$ cat src/rtl/link_quality_monitor_regs.svh
// register offsets, field positions and reset values of the link quality monitor
`ifndef LINK_QUALITY_MONITOR_REGS_SVH
`define LINK_QUALITY_MONITOR_REGS_SVH

// monitor control register at its printed offset
`define LQM_CTRL_ADDR        5'h1D
// companion data register holding the threshold write port
`define LQM_DATA_ADDR        5'h1E
// interrupt status and mask of this block
`define LQM_IRQ_STATUS_ADDR  5'h1F
`define LQM_IRQ_MASK_ADDR    5'h1C

// control register fields
`define MONITOR_ON_BIT       15
`define LQM_RESTART_FC_BIT   14
`define LQM_RESTART_FO_BIT   13
`define LQM_RESTART_BLW_BIT  12
`define LQM_RESTART_GAIN_BIT 11
`define LQM_RESTART_COEF_BIT 10
`define LQM_RESTART_LSB      10
`define LQM_WARN_MSB         9

// data register fields
`define LQM_DATA_WRITE_BIT   12
`define LQM_DATA_PSEL_MSB    11
`define LQM_DATA_PSEL_LSB    9
`define LQM_DATA_HILO_BIT    8

// interrupt status bits
`define LQM_IRQ_VIOL_BIT     0
`define LQM_IRQ_RESTART_BIT  1

// reset values
`define LQM_CTRL_RESET       6'h00
`define LQM_THR_LOW_RESET    8'h80
`define LQM_THR_HIGH_RESET   8'h7F
`define LQM_IRQ_RESET        2'h0

`endif

$ cat src/rtl/link_quality_monitor_pkg.sv
// types shared by the link quality monitor
package link_quality_monitor_pkg;

	// one adapted parameter is a signed byte
	typedef logic signed [7:0] param_t;

	// the five monitored parameters in parameter_select order
	typedef struct packed {
		param_t freq_ctrl;
		param_t freq_offset;
		param_t baseline;
		param_t gain;
		param_t coeff;
	} param_set_t;

	// register bus request
	typedef struct packed {
		logic [4:0]  addr;
		logic [15:0] wdata;
		logic        wr;
		logic        rd;
	} reg_req_t;

	// parameter_select codes
	typedef enum logic [2:0] {
		SEL_COEFF       = 3'b000,
		SEL_GAIN        = 3'b001,
		SEL_BASELINE    = 3'b010,
		SEL_FREQ_OFFSET = 3'b011,
		SEL_FREQ_CTRL   = 3'b100
	} param_sel_t;

	// restart sequencer
	typedef enum logic [1:0] {
		ST_IDLE    = 2'b00,
		ST_RESTART = 2'b01,
		ST_HOLD    = 2'b10
	} restart_state_t;

endpackage : link_quality_monitor_pkg

$ cat src/rtl/link_quality_monitor.sv
// link quality monitor: thresholds, sticky warnings, restart request and interrupt
//
// The address-and-strobe port was chosen for this implementation.
`include "link_quality_monitor_regs.svh"

// Notes on behaviour
// - monitor runs only while enable bit 15 is set; resets to zero
// - no checking or warnings unless a valid 100 Mb link is present
// - threshold at its extreme value never flags a violation
// - violation raises interrupt when link quality interrupt enable and interrupt mask bit 0 are both set
// - reading monitor register clears warnings and re-arms the interrupt
// - bit 14 set: frequency control violation restarts receiver adaptation
// - bit 13 set: frequency offset violation restarts receiver adaptation
// - bit 12 set: baseline wander violation restarts receiver adaptation
// - bit 11 set: gain control violation restarts receiver adaptation
// - bit 10 set: equalizer coefficient violation restarts receiver adaptation
// - restart with signal detect option zero also drops link status
// - frequency control high warning bit 9, low warning bit 8
// - frequency offset high warning bit 7, low warning bit 6
// - baseline wander high warning bit 5, low warning bit 4
// - gain control high warning bit 3, low warning bit 2
// - equalizer coefficient high warning bit 1, low warning bit 0
// - threshold write strobe stores data into the selected threshold; reads zero
// - select 0 low, 1 high; codes 000 to 100 pick the five parameters
module link_quality_monitor (
	input  wire logic                               clk_sys,
	input  wire logic                               reset_n,
	input  wire logic [4:0]                         reg_addr,
	input  wire logic [15:0]                        reg_wdata,
	input  wire logic                               reg_wr,
	input  wire logic                               reg_rd,
	output logic      [15:0]                        reg_rdata,
	input  wire link_quality_monitor_pkg::param_set_t params,
	input  wire logic                               link_100_valid,
	input  wire logic                               signal_detect_option,
	input  wire logic                               link_quality_irq_en,
	output logic                                    dsp_restart,
	output logic                                    link_drop,
	output logic                                    irq
);

	localparam int NPARAM = 5;

	// control fields: enable and five restart enables
	logic                                    monitor_on;
	logic [4:0]                              restart_en;
	logic [9:0]                              warn;
	logic                                    freq_ctrl_high_flag;
	logic                                    freq_ctrl_low_flag;
	logic                                    freq_offset_high_flag;
	logic                                    freq_offset_low_flag;
	logic                                    baseline_high_flag;
	logic                                    baseline_low_flag;
	logic                                    gain_high_flag;
	logic                                    gain_low_flag;
	logic                                    coeff_high_flag;
	logic                                    coeff_low_flag;
	logic                                    armed;
	logic [1:0]                              irq_status;
	logic [1:0]                              irq_mask;
	logic [2:0]                              parameter_select;
	logic                                    threshold_high_low_select;
	logic signed [7:0]                       thr_low [NPARAM];
	logic signed [7:0]                       thr_high [NPARAM];
	link_quality_monitor_pkg::restart_state_t state;
	logic                                    restart_pulse;
	logic                                    drop_pulse;

	link_quality_monitor_pkg::reg_req_t req;
	assign req = '{addr: reg_addr, wdata: reg_wdata, wr: reg_wr, rd: reg_rd};

	// strict compares: a high threshold at the maximum or a low one at the minimum never flags
	function automatic logic over_high(
		input logic                             on,
		input link_quality_monitor_pkg::param_t value,
		input link_quality_monitor_pkg::param_t limit
	);
		return on && (value > limit);
	endfunction : over_high

	function automatic logic under_low(
		input logic                             on,
		input link_quality_monitor_pkg::param_t value,
		input link_quality_monitor_pkg::param_t limit
	);
		return on && (value < limit);
	endfunction : under_low

	// sticky flag: a hit in the cycle of the clearing read still lands
	function automatic logic next_flag(
		input logic flag,
		input logic hit,
		input logic clear
	);
		return (flag && !clear) || hit;
	endfunction : next_flag

	// address decode
	wire ctrl_hit = (req.addr == `LQM_CTRL_ADDR);
	wire data_hit = (req.addr == `LQM_DATA_ADDR);
	wire stat_hit = (req.addr == `LQM_IRQ_STATUS_ADDR);
	wire mask_hit = (req.addr == `LQM_IRQ_MASK_ADDR);
	wire ctrl_read = req.rd && ctrl_hit;
	wire ctrl_write = req.wr && ctrl_hit;
	wire stat_write = req.wr && stat_hit;
	wire mask_write = req.wr && mask_hit;
	wire thr_write = req.wr && data_hit && req.wdata[`LQM_DATA_WRITE_BIT];
	wire [2:0] wr_sel = req.wdata[`LQM_DATA_PSEL_MSB:`LQM_DATA_PSEL_LSB];
	wire wr_hilo = req.wdata[`LQM_DATA_HILO_BIT];

	// gating: monitor runs only when enabled and the 100 Mb link is good
	wire checking = monitor_on && link_100_valid;

	// one named hit per warning field, raised only while checking
	wire freq_ctrl_high_hit   = over_high(checking, params.freq_ctrl, thr_high[4]);
	wire freq_ctrl_low_hit    = under_low(checking, params.freq_ctrl, thr_low[4]);
	wire freq_offset_high_hit = over_high(checking, params.freq_offset, thr_high[3]);
	wire freq_offset_low_hit  = under_low(checking, params.freq_offset, thr_low[3]);
	wire baseline_high_hit    = over_high(checking, params.baseline, thr_high[2]);
	wire baseline_low_hit     = under_low(checking, params.baseline, thr_low[2]);
	wire gain_high_hit        = over_high(checking, params.gain, thr_high[1]);
	wire gain_low_hit         = under_low(checking, params.gain, thr_low[1]);
	wire coeff_high_hit       = over_high(checking, params.coeff, thr_high[0]);
	wire coeff_low_hit        = under_low(checking, params.coeff, thr_low[0]);

	// hits in warning-field order, high above low
	wire [9:0] viol = {freq_ctrl_high_hit, freq_ctrl_low_hit, freq_offset_high_hit, freq_offset_low_hit,
		baseline_high_hit, baseline_low_hit, gain_high_hit, gain_low_hit, coeff_high_hit, coeff_low_hit};

	// restart enables by name, frequency control in the top bit
	wire offset_viol_a_ctrl_viol   = restart_en[4];
	wire offset_viol_a_offset_viol = restart_en[3];
	wire restart_on_baseline_viol    = restart_en[2];
	wire restart_on_gain_viol        = restart_en[1];
	wire restart_on_coeff_viol       = restart_en[0];

	// a violation restarts only where its parameter's restart bit is set
	wire [4:0] restart_hit;
	assign restart_hit[4] = offset_viol_a_ctrl_viol && (freq_ctrl_high_hit || freq_ctrl_low_hit);
	assign restart_hit[3] = offset_viol_a_offset_viol && (freq_offset_high_hit || freq_offset_low_hit);
	assign restart_hit[2] = restart_on_baseline_viol && (baseline_high_hit || baseline_low_hit);
	assign restart_hit[1] = restart_on_gain_viol && (gain_high_hit || gain_low_hit);
	assign restart_hit[0] = restart_on_coeff_viol && (coeff_high_hit || coeff_low_hit);
	wire any_viol = |viol;
	wire any_restart = |restart_hit;

	// warning field as read back, assembled from the sticky flags
	assign warn = {freq_ctrl_high_flag, freq_ctrl_low_flag, freq_offset_high_flag, freq_offset_low_flag,
		baseline_high_flag, baseline_low_flag, gain_high_flag, gain_low_flag, coeff_high_flag, coeff_low_flag};

	// interrupt fires once per armed period; a read re-arms
	wire viol_event = any_viol && armed && link_quality_irq_en;
	wire next_armed = ctrl_read ? 1'b1 : (armed && !viol_event);

	// status: write one to clear, a new event wins
	wire [1:0] st_clr = stat_write ? req.wdata[1:0] : 2'h0;
	wire [1:0] st_set = {restart_pulse, viol_event};
	wire [1:0] next_irq_status = (irq_status & ~st_clr) | st_set;

	// control register and interrupt arm flag
	always_ff @(posedge clk_sys)
	begin
		if (!reset_n)
		begin
			monitor_on <= 1'b0;
			restart_en <= 5'h00;
			armed      <= 1'b1;
		end
		else
		begin
			if (ctrl_write)
			begin
				monitor_on <= req.wdata[`MONITOR_ON_BIT];
				restart_en <= req.wdata[`LQM_RESTART_FC_BIT:`LQM_RESTART_LSB];
			end
			armed <= next_armed;
		end
	end

	// frequency control warning pair; a read clears both
	always_ff @(posedge clk_sys)
	begin
		if (!reset_n)
		begin
			freq_ctrl_high_flag <= 1'b0;
			freq_ctrl_low_flag  <= 1'b0;
		end
		else
		begin
			freq_ctrl_high_flag <= next_flag(freq_ctrl_high_flag, freq_ctrl_high_hit, ctrl_read);
			freq_ctrl_low_flag  <= next_flag(freq_ctrl_low_flag, freq_ctrl_low_hit, ctrl_read);
		end
	end

	// frequency offset warning pair
	always_ff @(posedge clk_sys)
	begin
		if (!reset_n)
		begin
			freq_offset_high_flag <= 1'b0;
			freq_offset_low_flag  <= 1'b0;
		end
		else
		begin
			freq_offset_high_flag <= next_flag(freq_offset_high_flag, freq_offset_high_hit, ctrl_read);
			freq_offset_low_flag  <= next_flag(freq_offset_low_flag, freq_offset_low_hit, ctrl_read);
		end
	end

	// baseline wander warning pair
	always_ff @(posedge clk_sys)
	begin
		if (!reset_n)
		begin
			baseline_high_flag <= 1'b0;
			baseline_low_flag  <= 1'b0;
		end
		else
		begin
			baseline_high_flag <= next_flag(baseline_high_flag, baseline_high_hit, ctrl_read);
			baseline_low_flag  <= next_flag(baseline_low_flag, baseline_low_hit, ctrl_read);
		end
	end

	// gain control warning pair
	always_ff @(posedge clk_sys)
	begin
		if (!reset_n)
		begin
			gain_high_flag <= 1'b0;
			gain_low_flag  <= 1'b0;
		end
		else
		begin
			gain_high_flag <= next_flag(gain_high_flag, gain_high_hit, ctrl_read);
			gain_low_flag  <= next_flag(gain_low_flag, gain_low_hit, ctrl_read);
		end
	end

	// equalizer coefficient warning pair
	always_ff @(posedge clk_sys)
	begin
		if (!reset_n)
		begin
			coeff_high_flag <= 1'b0;
			coeff_low_flag  <= 1'b0;
		end
		else
		begin
			coeff_high_flag <= next_flag(coeff_high_flag, coeff_high_hit, ctrl_read);
			coeff_low_flag  <= next_flag(coeff_low_flag, coeff_low_hit, ctrl_read);
		end
	end

	// data register selects and threshold storage
	always_ff @(posedge clk_sys)
	begin
		if (!reset_n)
		begin
			parameter_select          <= 3'h0;
			threshold_high_low_select <= 1'b0;
			for (int i = 0; i < NPARAM; i++)
			begin
				thr_low[i]  <= `LQM_THR_LOW_RESET;
				thr_high[i] <= `LQM_THR_HIGH_RESET;
			end
		end
		else if (req.wr && data_hit)
		begin
			parameter_select          <= wr_sel;
			threshold_high_low_select <= wr_hilo;
			// codes above 100 select nothing and are dropped
			if (thr_write && (wr_sel <= 3'h4))
			begin
				if (wr_hilo)
					thr_high[wr_sel] <= req.wdata[7:0];
				else
					thr_low[wr_sel] <= req.wdata[7:0];
			end
		end
	end

	// restart sequencer: one restart pulse, then wait until no restart-enabled violation remains
	always_ff @(posedge clk_sys)
	begin
		if (!reset_n)
		begin
			state         <= link_quality_monitor_pkg::ST_IDLE;
			restart_pulse <= 1'b0;
			drop_pulse    <= 1'b0;
		end
		else
		begin
			restart_pulse <= 1'b0;
			drop_pulse    <= 1'b0;
			case (state)
				link_quality_monitor_pkg::ST_IDLE:
					if (any_restart)
					begin
						restart_pulse <= 1'b1;
						drop_pulse    <= !signal_detect_option;
						state         <= link_quality_monitor_pkg::ST_RESTART;
					end
				// avoids retriggering while the receiver is re-adapting
				link_quality_monitor_pkg::ST_RESTART:
					state <= link_quality_monitor_pkg::ST_HOLD;
				link_quality_monitor_pkg::ST_HOLD:
					if (!any_restart)
						state <= link_quality_monitor_pkg::ST_IDLE;
				default:
					state <= link_quality_monitor_pkg::ST_IDLE;
			endcase
		end
	end

	// threshold shown by a data register read; codes above 100 fall back to the coefficient pair
	wire [2:0] read_sel  = (parameter_select <= 3'h4) ? parameter_select : 3'h0;
	wire [7:0] thr_shown = threshold_high_low_select ? thr_high[read_sel] : thr_low[read_sel];

	// read mux; write strobe always reads zero
	logic [15:0] next_rdata;
	always_comb
	begin
		next_rdata = 16'h0000;
		if (req.rd)
		begin
			if (ctrl_hit)
				next_rdata = {monitor_on, restart_en, warn};
			else if (data_hit)
				next_rdata = {4'h0, parameter_select, threshold_high_low_select, thr_shown};
			else if (stat_hit)
				next_rdata = {14'h0000, irq_status};
			else if (mask_hit)
				next_rdata = {14'h0000, irq_mask};
		end
	end

	// interrupt status and mask registers; a new event beats the write-one clear
	always_ff @(posedge clk_sys)
	begin
		if (!reset_n)
		begin
			irq_status <= `LQM_IRQ_RESET;
			irq_mask   <= `LQM_IRQ_RESET;
		end
		else
		begin
			irq_status <= next_irq_status;
			if (mask_write)
				irq_mask <= req.wdata[1:0];
		end
	end

	// outputs, all straight from flip-flops
	always_ff @(posedge clk_sys)
	begin
		if (!reset_n)
		begin
			reg_rdata   <= 16'h0000;
			dsp_restart <= 1'b0;
			link_drop   <= 1'b0;
			irq         <= 1'b0;
		end
		else
		begin
			reg_rdata   <= next_rdata;
			dsp_restart <= restart_pulse;
			link_drop   <= drop_pulse;
			irq         <= |(next_irq_status & irq_mask);
		end
	end

endmodule : link_quality_monitor

$ cat config.mk
export PLATFORM = sky130hd
export DESIGN_NAME = link_quality_monitor
export DESIGN_NICKNAME = d
export VERILOG_FILES = /design/src/rtl/link_quality_monitor_pkg.sv /design/src/rtl/link_quality_monitor.sv
export VERILOG_INCLUDE_DIRS = /design/src /design/src/rtl
export SDC_FILE = /design/constraint.sdc
export NUM_CORES = 1
export LEC_CHECK = 0
export BUFFER_PORTS_ARGS = -buffer_cell sky130_fd_sc_hd__buf_4
export CELL_PAD_IN_SITES_DETAIL_PLACEMENT = 1
export CELL_PAD_IN_SITES_GLOBAL_PLACEMENT = 2
export CORE_MARGIN = 3
export CORE_UTILIZATION = 40
export DETAILED_ROUTE_END_ITERATION = 12
export HOLD_SLACK_MARGIN = 0.08
export PLACE_DENSITY_LB_ADDON = 0.25
export SYNTH_ARGS = -nofsm -noshare
export SYNTH_HDL_FRONTEND = slang
export SYNTH_SLANG_ARGS = --single-unit
export TNS_END_PERCENT = 50
$ cat constraint.sdc
create_clock -name clk_sys -period 3.5 [get_ports clk_sys]
set_clock_uncertainty 0.1 [all_clocks]
set_input_delay 0.7 -clock clk_sys [delete_from_list [all_inputs] [get_ports clk_sys]]
set_output_delay 0.7 -clock clk_sys [all_outputs]
set_load 0.03 [all_outputs]
# --- Yosys cells after proc, flatten, opt, wreduce, memory -nomap -nowiden ---
# Memory sizes are Yosys's and may differ from the RTL's.
# Cells that the tools add are included.
# Widths: inputs -> output; s select.
op_classes:
  bitwise_logic: 5
  muxes: 28
  eq_ne: 8
  magnitude_cmp: 12
  n_reduce_logical: 65
op_table:
  columns: ["cell", "n"]
  rows:
  - ["$gt 8x8->1", 5]
  - ["$lt 8x8->1", 5]
  - ["$logic_and 1x1->1", 36]
  - ["$mux 8", 3]
  - ["$eq 5x5->1 const B", 4]
  - ["$mux 16", 1]
  - ["$reduce_or 8->1", 2]
  - ["$logic_or 1x1->1", 15]
  - ["$mux 1", 14]
  - ["$mux 12", 1]
  - ["$mux 2", 5]
  - ["$reduce_or 10->1", 1]
  - ["$mux 3", 3]
  - ["$le 3x3->1 const B", 2]
  - ["$pmux 2 s3", 1]
  - ["$reduce_and 2->1", 3]
  - ["$reduce_or 5->1", 1]
  - ["$and 2x2->2", 2]
  - ["$ne 2x2->1 const B", 2]
  - ["$reduce_or 2->1", 2]
  - ["$logic_not 1->1", 3]
  - ["$reduce_and 3->1", 1]
  - ["$eq 2x1->1 const B", 1]
  - ["$eq 2x2->1 const B", 1]
  - ["4 further kinds", 4]
word_totals:
  input_bits: 68
  regBits: 48
  memories: 2
  mem_bits_rw: 80
memory_table:
  columns: ["name", "depth", "word_bits", "rd", "rd_ports_with_merged_regs", "wr", "line_no", "text"]
  rows:
  - ["thr_high", 5, 8, 6, 0, 5, "link_quality_monitor.sv:64", "logic signed [7:0] thr_high [NPARAM];"]
  - ["thr_low", 5, 8, 6, 0, 5, "link_quality_monitor.sv:63", "logic signed [7:0] thr_low [NPARAM];"]

# --- Depth between registers and ports, before layout ---
logic_depth:
  ltp_word: 10
  mapped_depth: 9
  mapped_depth_nobuf: 9

# --- Worst setup path after synthesis ---
# OpenSTA, ideal clock, no wires.
synth_path:
  kind: "in2reg"
  start: "in reg_wr"
  end: "mem thr_low[4][0] (enable)"
  path_slack_ps: 974
  required_time_ps: 3066
  t_arrival_ps: 2092
  stages: 8
  cell_sequence: "nand4_2 nor2_4 and4_1 and2b_1 nor2b_4 and3b_1 buf_4 nand2b_1"
synth_lines:
  columns: ["element", "line_no", "text"]
  rows:
  - ["start, declared", "link_quality_monitor.sv:30", "input wire logic reg_wr,"]
  - ["end, declared", "link_quality_monitor.sv:63", null]

# --- Final worst setup path ---
layout_path:
  start: "reg parameter_select[0]"
  end: "reg reg_rdata[1]"
layout_between:
  elab_chain_cells: 6
  elab_cells_between_ends: 7
  cone_classes: "order compare: 1; mux: 4; memory: 2"
layout_lines:
  columns: ["element", "line_no", "text"]
  rows:
  - ["start, declared", "link_quality_monitor.sv:61", "logic [2:0] parameter_select;"]
  - ["start signal, assigned", "link_quality_monitor.sv:270", "parameter_select <= wr_sel;"]
  - ["$le 3x3->1", "link_quality_monitor.sv:317", "wire [2:0] read_sel = (parameter_select <= 3'h4) ? parameter_select : 3'h0;"]
  - ["$mux 3 (*)", "link_quality_monitor.sv:317", null]
  - ["$mem_v2 5x8, on equally long branches", null, null]
  - ["$mux 8 (*)", "link_quality_monitor.sv:318", "wire [7:0] thr_shown = threshold_high_low_select ? thr_high[read_sel] : thr_low[read_sel];"]
  - ["$mux 12 (*)", "link_quality_monitor.sv:329", "else if (data_hit)"]
  - ["$mux 16 (*)", "link_quality_monitor.sv:327", "if (ctrl_hit)"]
  - ["end signal, assigned", "link_quality_monitor.sv:366", "reg_rdata <= next_rdata;"]
  - ["end, declared", "link_quality_monitor.sv:32", "output logic [15:0] reg_rdata,"]
# Every way passes the cells marked *; elsewhere a longest branch is shown, timed or not.
# A chain may end at the register's enable or synchronous reset.

==> results.toml <==
[outcome]
outcome = "completed"

[worst_setup_path]
required_ps = 3710
critPathMaxFanout = 41
cp-end-kind = "flop"
startpoint = "parameter_select[0]"
rr_startpoint = "parameter_select[0]"
r2r_cells = 6
cp.arrival_ps = 3130
path_class = "reg -> reg"
critPathLaunchType = "flop"

[yosys]
yosysSeqAreaShare_pct = 43.6
synthDistinctLibCells = 68
synth.avg_cell_area_um2 = 9.76
netlist_area_um2 = 7710
synthFlopType = "edfxtp_1"
ys_ff_latch = 128
syn_inst = 790
synth_edf_count = 80
yosys_warnings = 0
ys_async_sr_fraction_pct = 0
synthesis.nets = 933

[cts]
cts_resized = 0
postCtsSetupBuffers = 0
clk_pin_slew_worst_paths_ps = 60
clock-sinks = 128
htreeDepth = 4
clock_latency_ps = 420
cts-hold-fix-buffers = 0
numCtsBuffers = 17
cts-root-buf = "clkbuf_16"
cts_tree = "done"
cts.path.max_buffers = 2

[cells_and_area]
syn_to_final_growth_pct = 19.3
layout-drive-gt1-share_pct = 20.2
n_antenna_cell = 0
nets = 1013
fin_util_pct = 48.9
final.fill_count = 2109
regArea_um2 = 3360
multi_input_area_um2 = 3850

[global_route]
grt_usage_pct = 24.6
use_met3_pct = 4.21
grt_max_degree = 42
grtUsageMet2_pct = 42.7
grt_pass1_wl_um = 37900
antenna_found_initial = 1
gr-usage-met1_pct = 31.8
first_global_vias = 6663
grt-busiest-layer = "met2"
grt-ovfl-total = 0

[power]
leakage_nw = 3.93
p_per_area_nw_per_um2 = 424
peakVddDrop_uv = 385
p_total_mw = 3.90

[floorplan]
fp.dieH_um = 145
boundaryPins = 87
initial_core_util_pct = 41.0
std_cell_rows = 50
fp.dieW_um = 145
dieArea_um2 = 21000
core-area_um2 = 18800

[sta]
hold_viol = 0
maxSlewHeadroom_pct = 32.2
final_max_slew_viol_count = 0
post-route-min-period_ps = 2920
max_freq_mhz = 342
setup-violations-final = 0
period_share_pct = 83.6
grt_setup_unrepaired = "no"
tns_ps = 0
worstMarginPinSlew_ps = 1020

[detailed_routing]
drtIter0Drc = 379
wl_per_cell_um = 22.1
vias = 6272
ant_nets = 0
route.detailed.drc = 0
firstDrtPassIters = 5
viasPerCell = 5.49
routed_wirelength_um = 25200

[placed_design]
io_buffers = 86
place_congestion = 0.928
dp_hpwl_um = 19700

[worst_hold_path]
hold_class = "reg -> reg"
hold_depth = 1
hold_start = "drop_pulse"

[flow_run]
maxCapViolCount = 0
==> per-stage QoR <==
step	setup WS, ps	area [um2]	cells	hold slack [ps]
floorplan	974	7710	790	312
global placement	479	8590	1111	331
detailed placement	403	8590	1111	340
CTS	629	9200	1142	341
global route	394	9200	1142	343
finish	575	9200	1142	342
==> logic make-up after synthesis <==
group / Yosys count / share of synthesized area, %
compound gates: 155 / 13.6
buf+inv: 126 / 6.44
simple gates: 272 / 19.4
flops: 128 / 43.6
fa+ha+maj: 75 / 12.2
mux: 34 / 4.77
==> area by class of cell <==
type	instances	share of cell area [%]
clock buffer	25	6.25
clock inverter	6	0.408
inverter	95	3.87
multi-input combinational	536	41.9
sequential	128	36.6
tap	260	3.54
timing repair buffer	92	7.51
==> power breakdown <==
group / internal (mW) / total (mW) / switching [mW] / leakage, nW
logic: 0.170 / 0.415 / 0.245 / 2.46
clock network: 1.14 / 1.79 / 0.652 / 0.308
registers: 1.65 / 1.70 / 0.0465 / 1.17
total: 2.96 / 3.90 / 0.944 / 3.93
==> cells in the final DEF (no fill, tap or decap), drive strengths merged, types with 9 or more instances in the layout <==
cell / netlist / layout
and3: 17 / 17
nor2b: 10 / 10
ha: 75 / 75
and2: 31 / 31
nor2: 66 / 66
or2: 36 / 36
o21ai: 34 / 34
edfxtp: 80 / 80
o211ai: 21 / 21
mux2i: 30 / 30
a21oi: 42 / 42
o221ai: 9 / 9
dfxtp: 48 / 48
buf: 8 / 92
nand2: 51 / 51
inv: 94 / 94
nand4: 14 / 14
nand3: 11 / 11
nand2b: 14 / 14
clkbuf: 23 / 25
==> cells in the mapped netlist (11+ instances only) <==
cell | number | area share (%)
nor2_1 | 65 | 3.2
and3_1 | 17 | 1.4
or2_2 | 35 | 2.8
and2_1 | 30 | 2.4
dfxtp_1 | 48 | 12
nand2b_1 | 13 | 1.1
ha_1 | 75 | 12
edfxtp_1 | 80 | 31
a21oi_1 | 42 | 2.7
nand4_1 | 13 | 1.1
mux2i_1 | 30 | 3.9
o21ai_0 | 30 | 1.9
inv_1 | 94 | 4.6
nand2_1 | 49 | 2.4
o211ai_1 | 21 | 2.0
nand3_1 | 11 | 0.71
clkbuf_1 | 22 | 1.1
==> critical path: stages, from the launching register on <==
cell	delay, ps
dfxtp_2	610
nor2b_1	860
a21oi_1	200
o211ai_1	190
o21ai_0	170
mux4_2	520
nor2b_1	140
==> flip-flops by register name (all words and copies together), names as in the netlist, 2 cells and up <==
name and flops:
irq_mask 2, state 2, irq_status 2, reg_rdata 16, thr_high 40, thr_low 40, restart_en 5, parameter_select 3
==> path summary, 6_finish.rpt <==
| path | slack, ps | to |
|---|---|---|
| max | 580 | reg_rdata[1] |
| min | 340 | link_drop |
| max reg2reg | 580 | reg_rdata[1] |
| min reg2reg | 340 | link_drop |
==> metal layers <==
metal  vias up  wire [um]
met1      3090      10900
met2       188      12600
met4         0        454
li1       2964          -
met3        30       1260
met5         -          0
(Power assumes the default switching activity.)
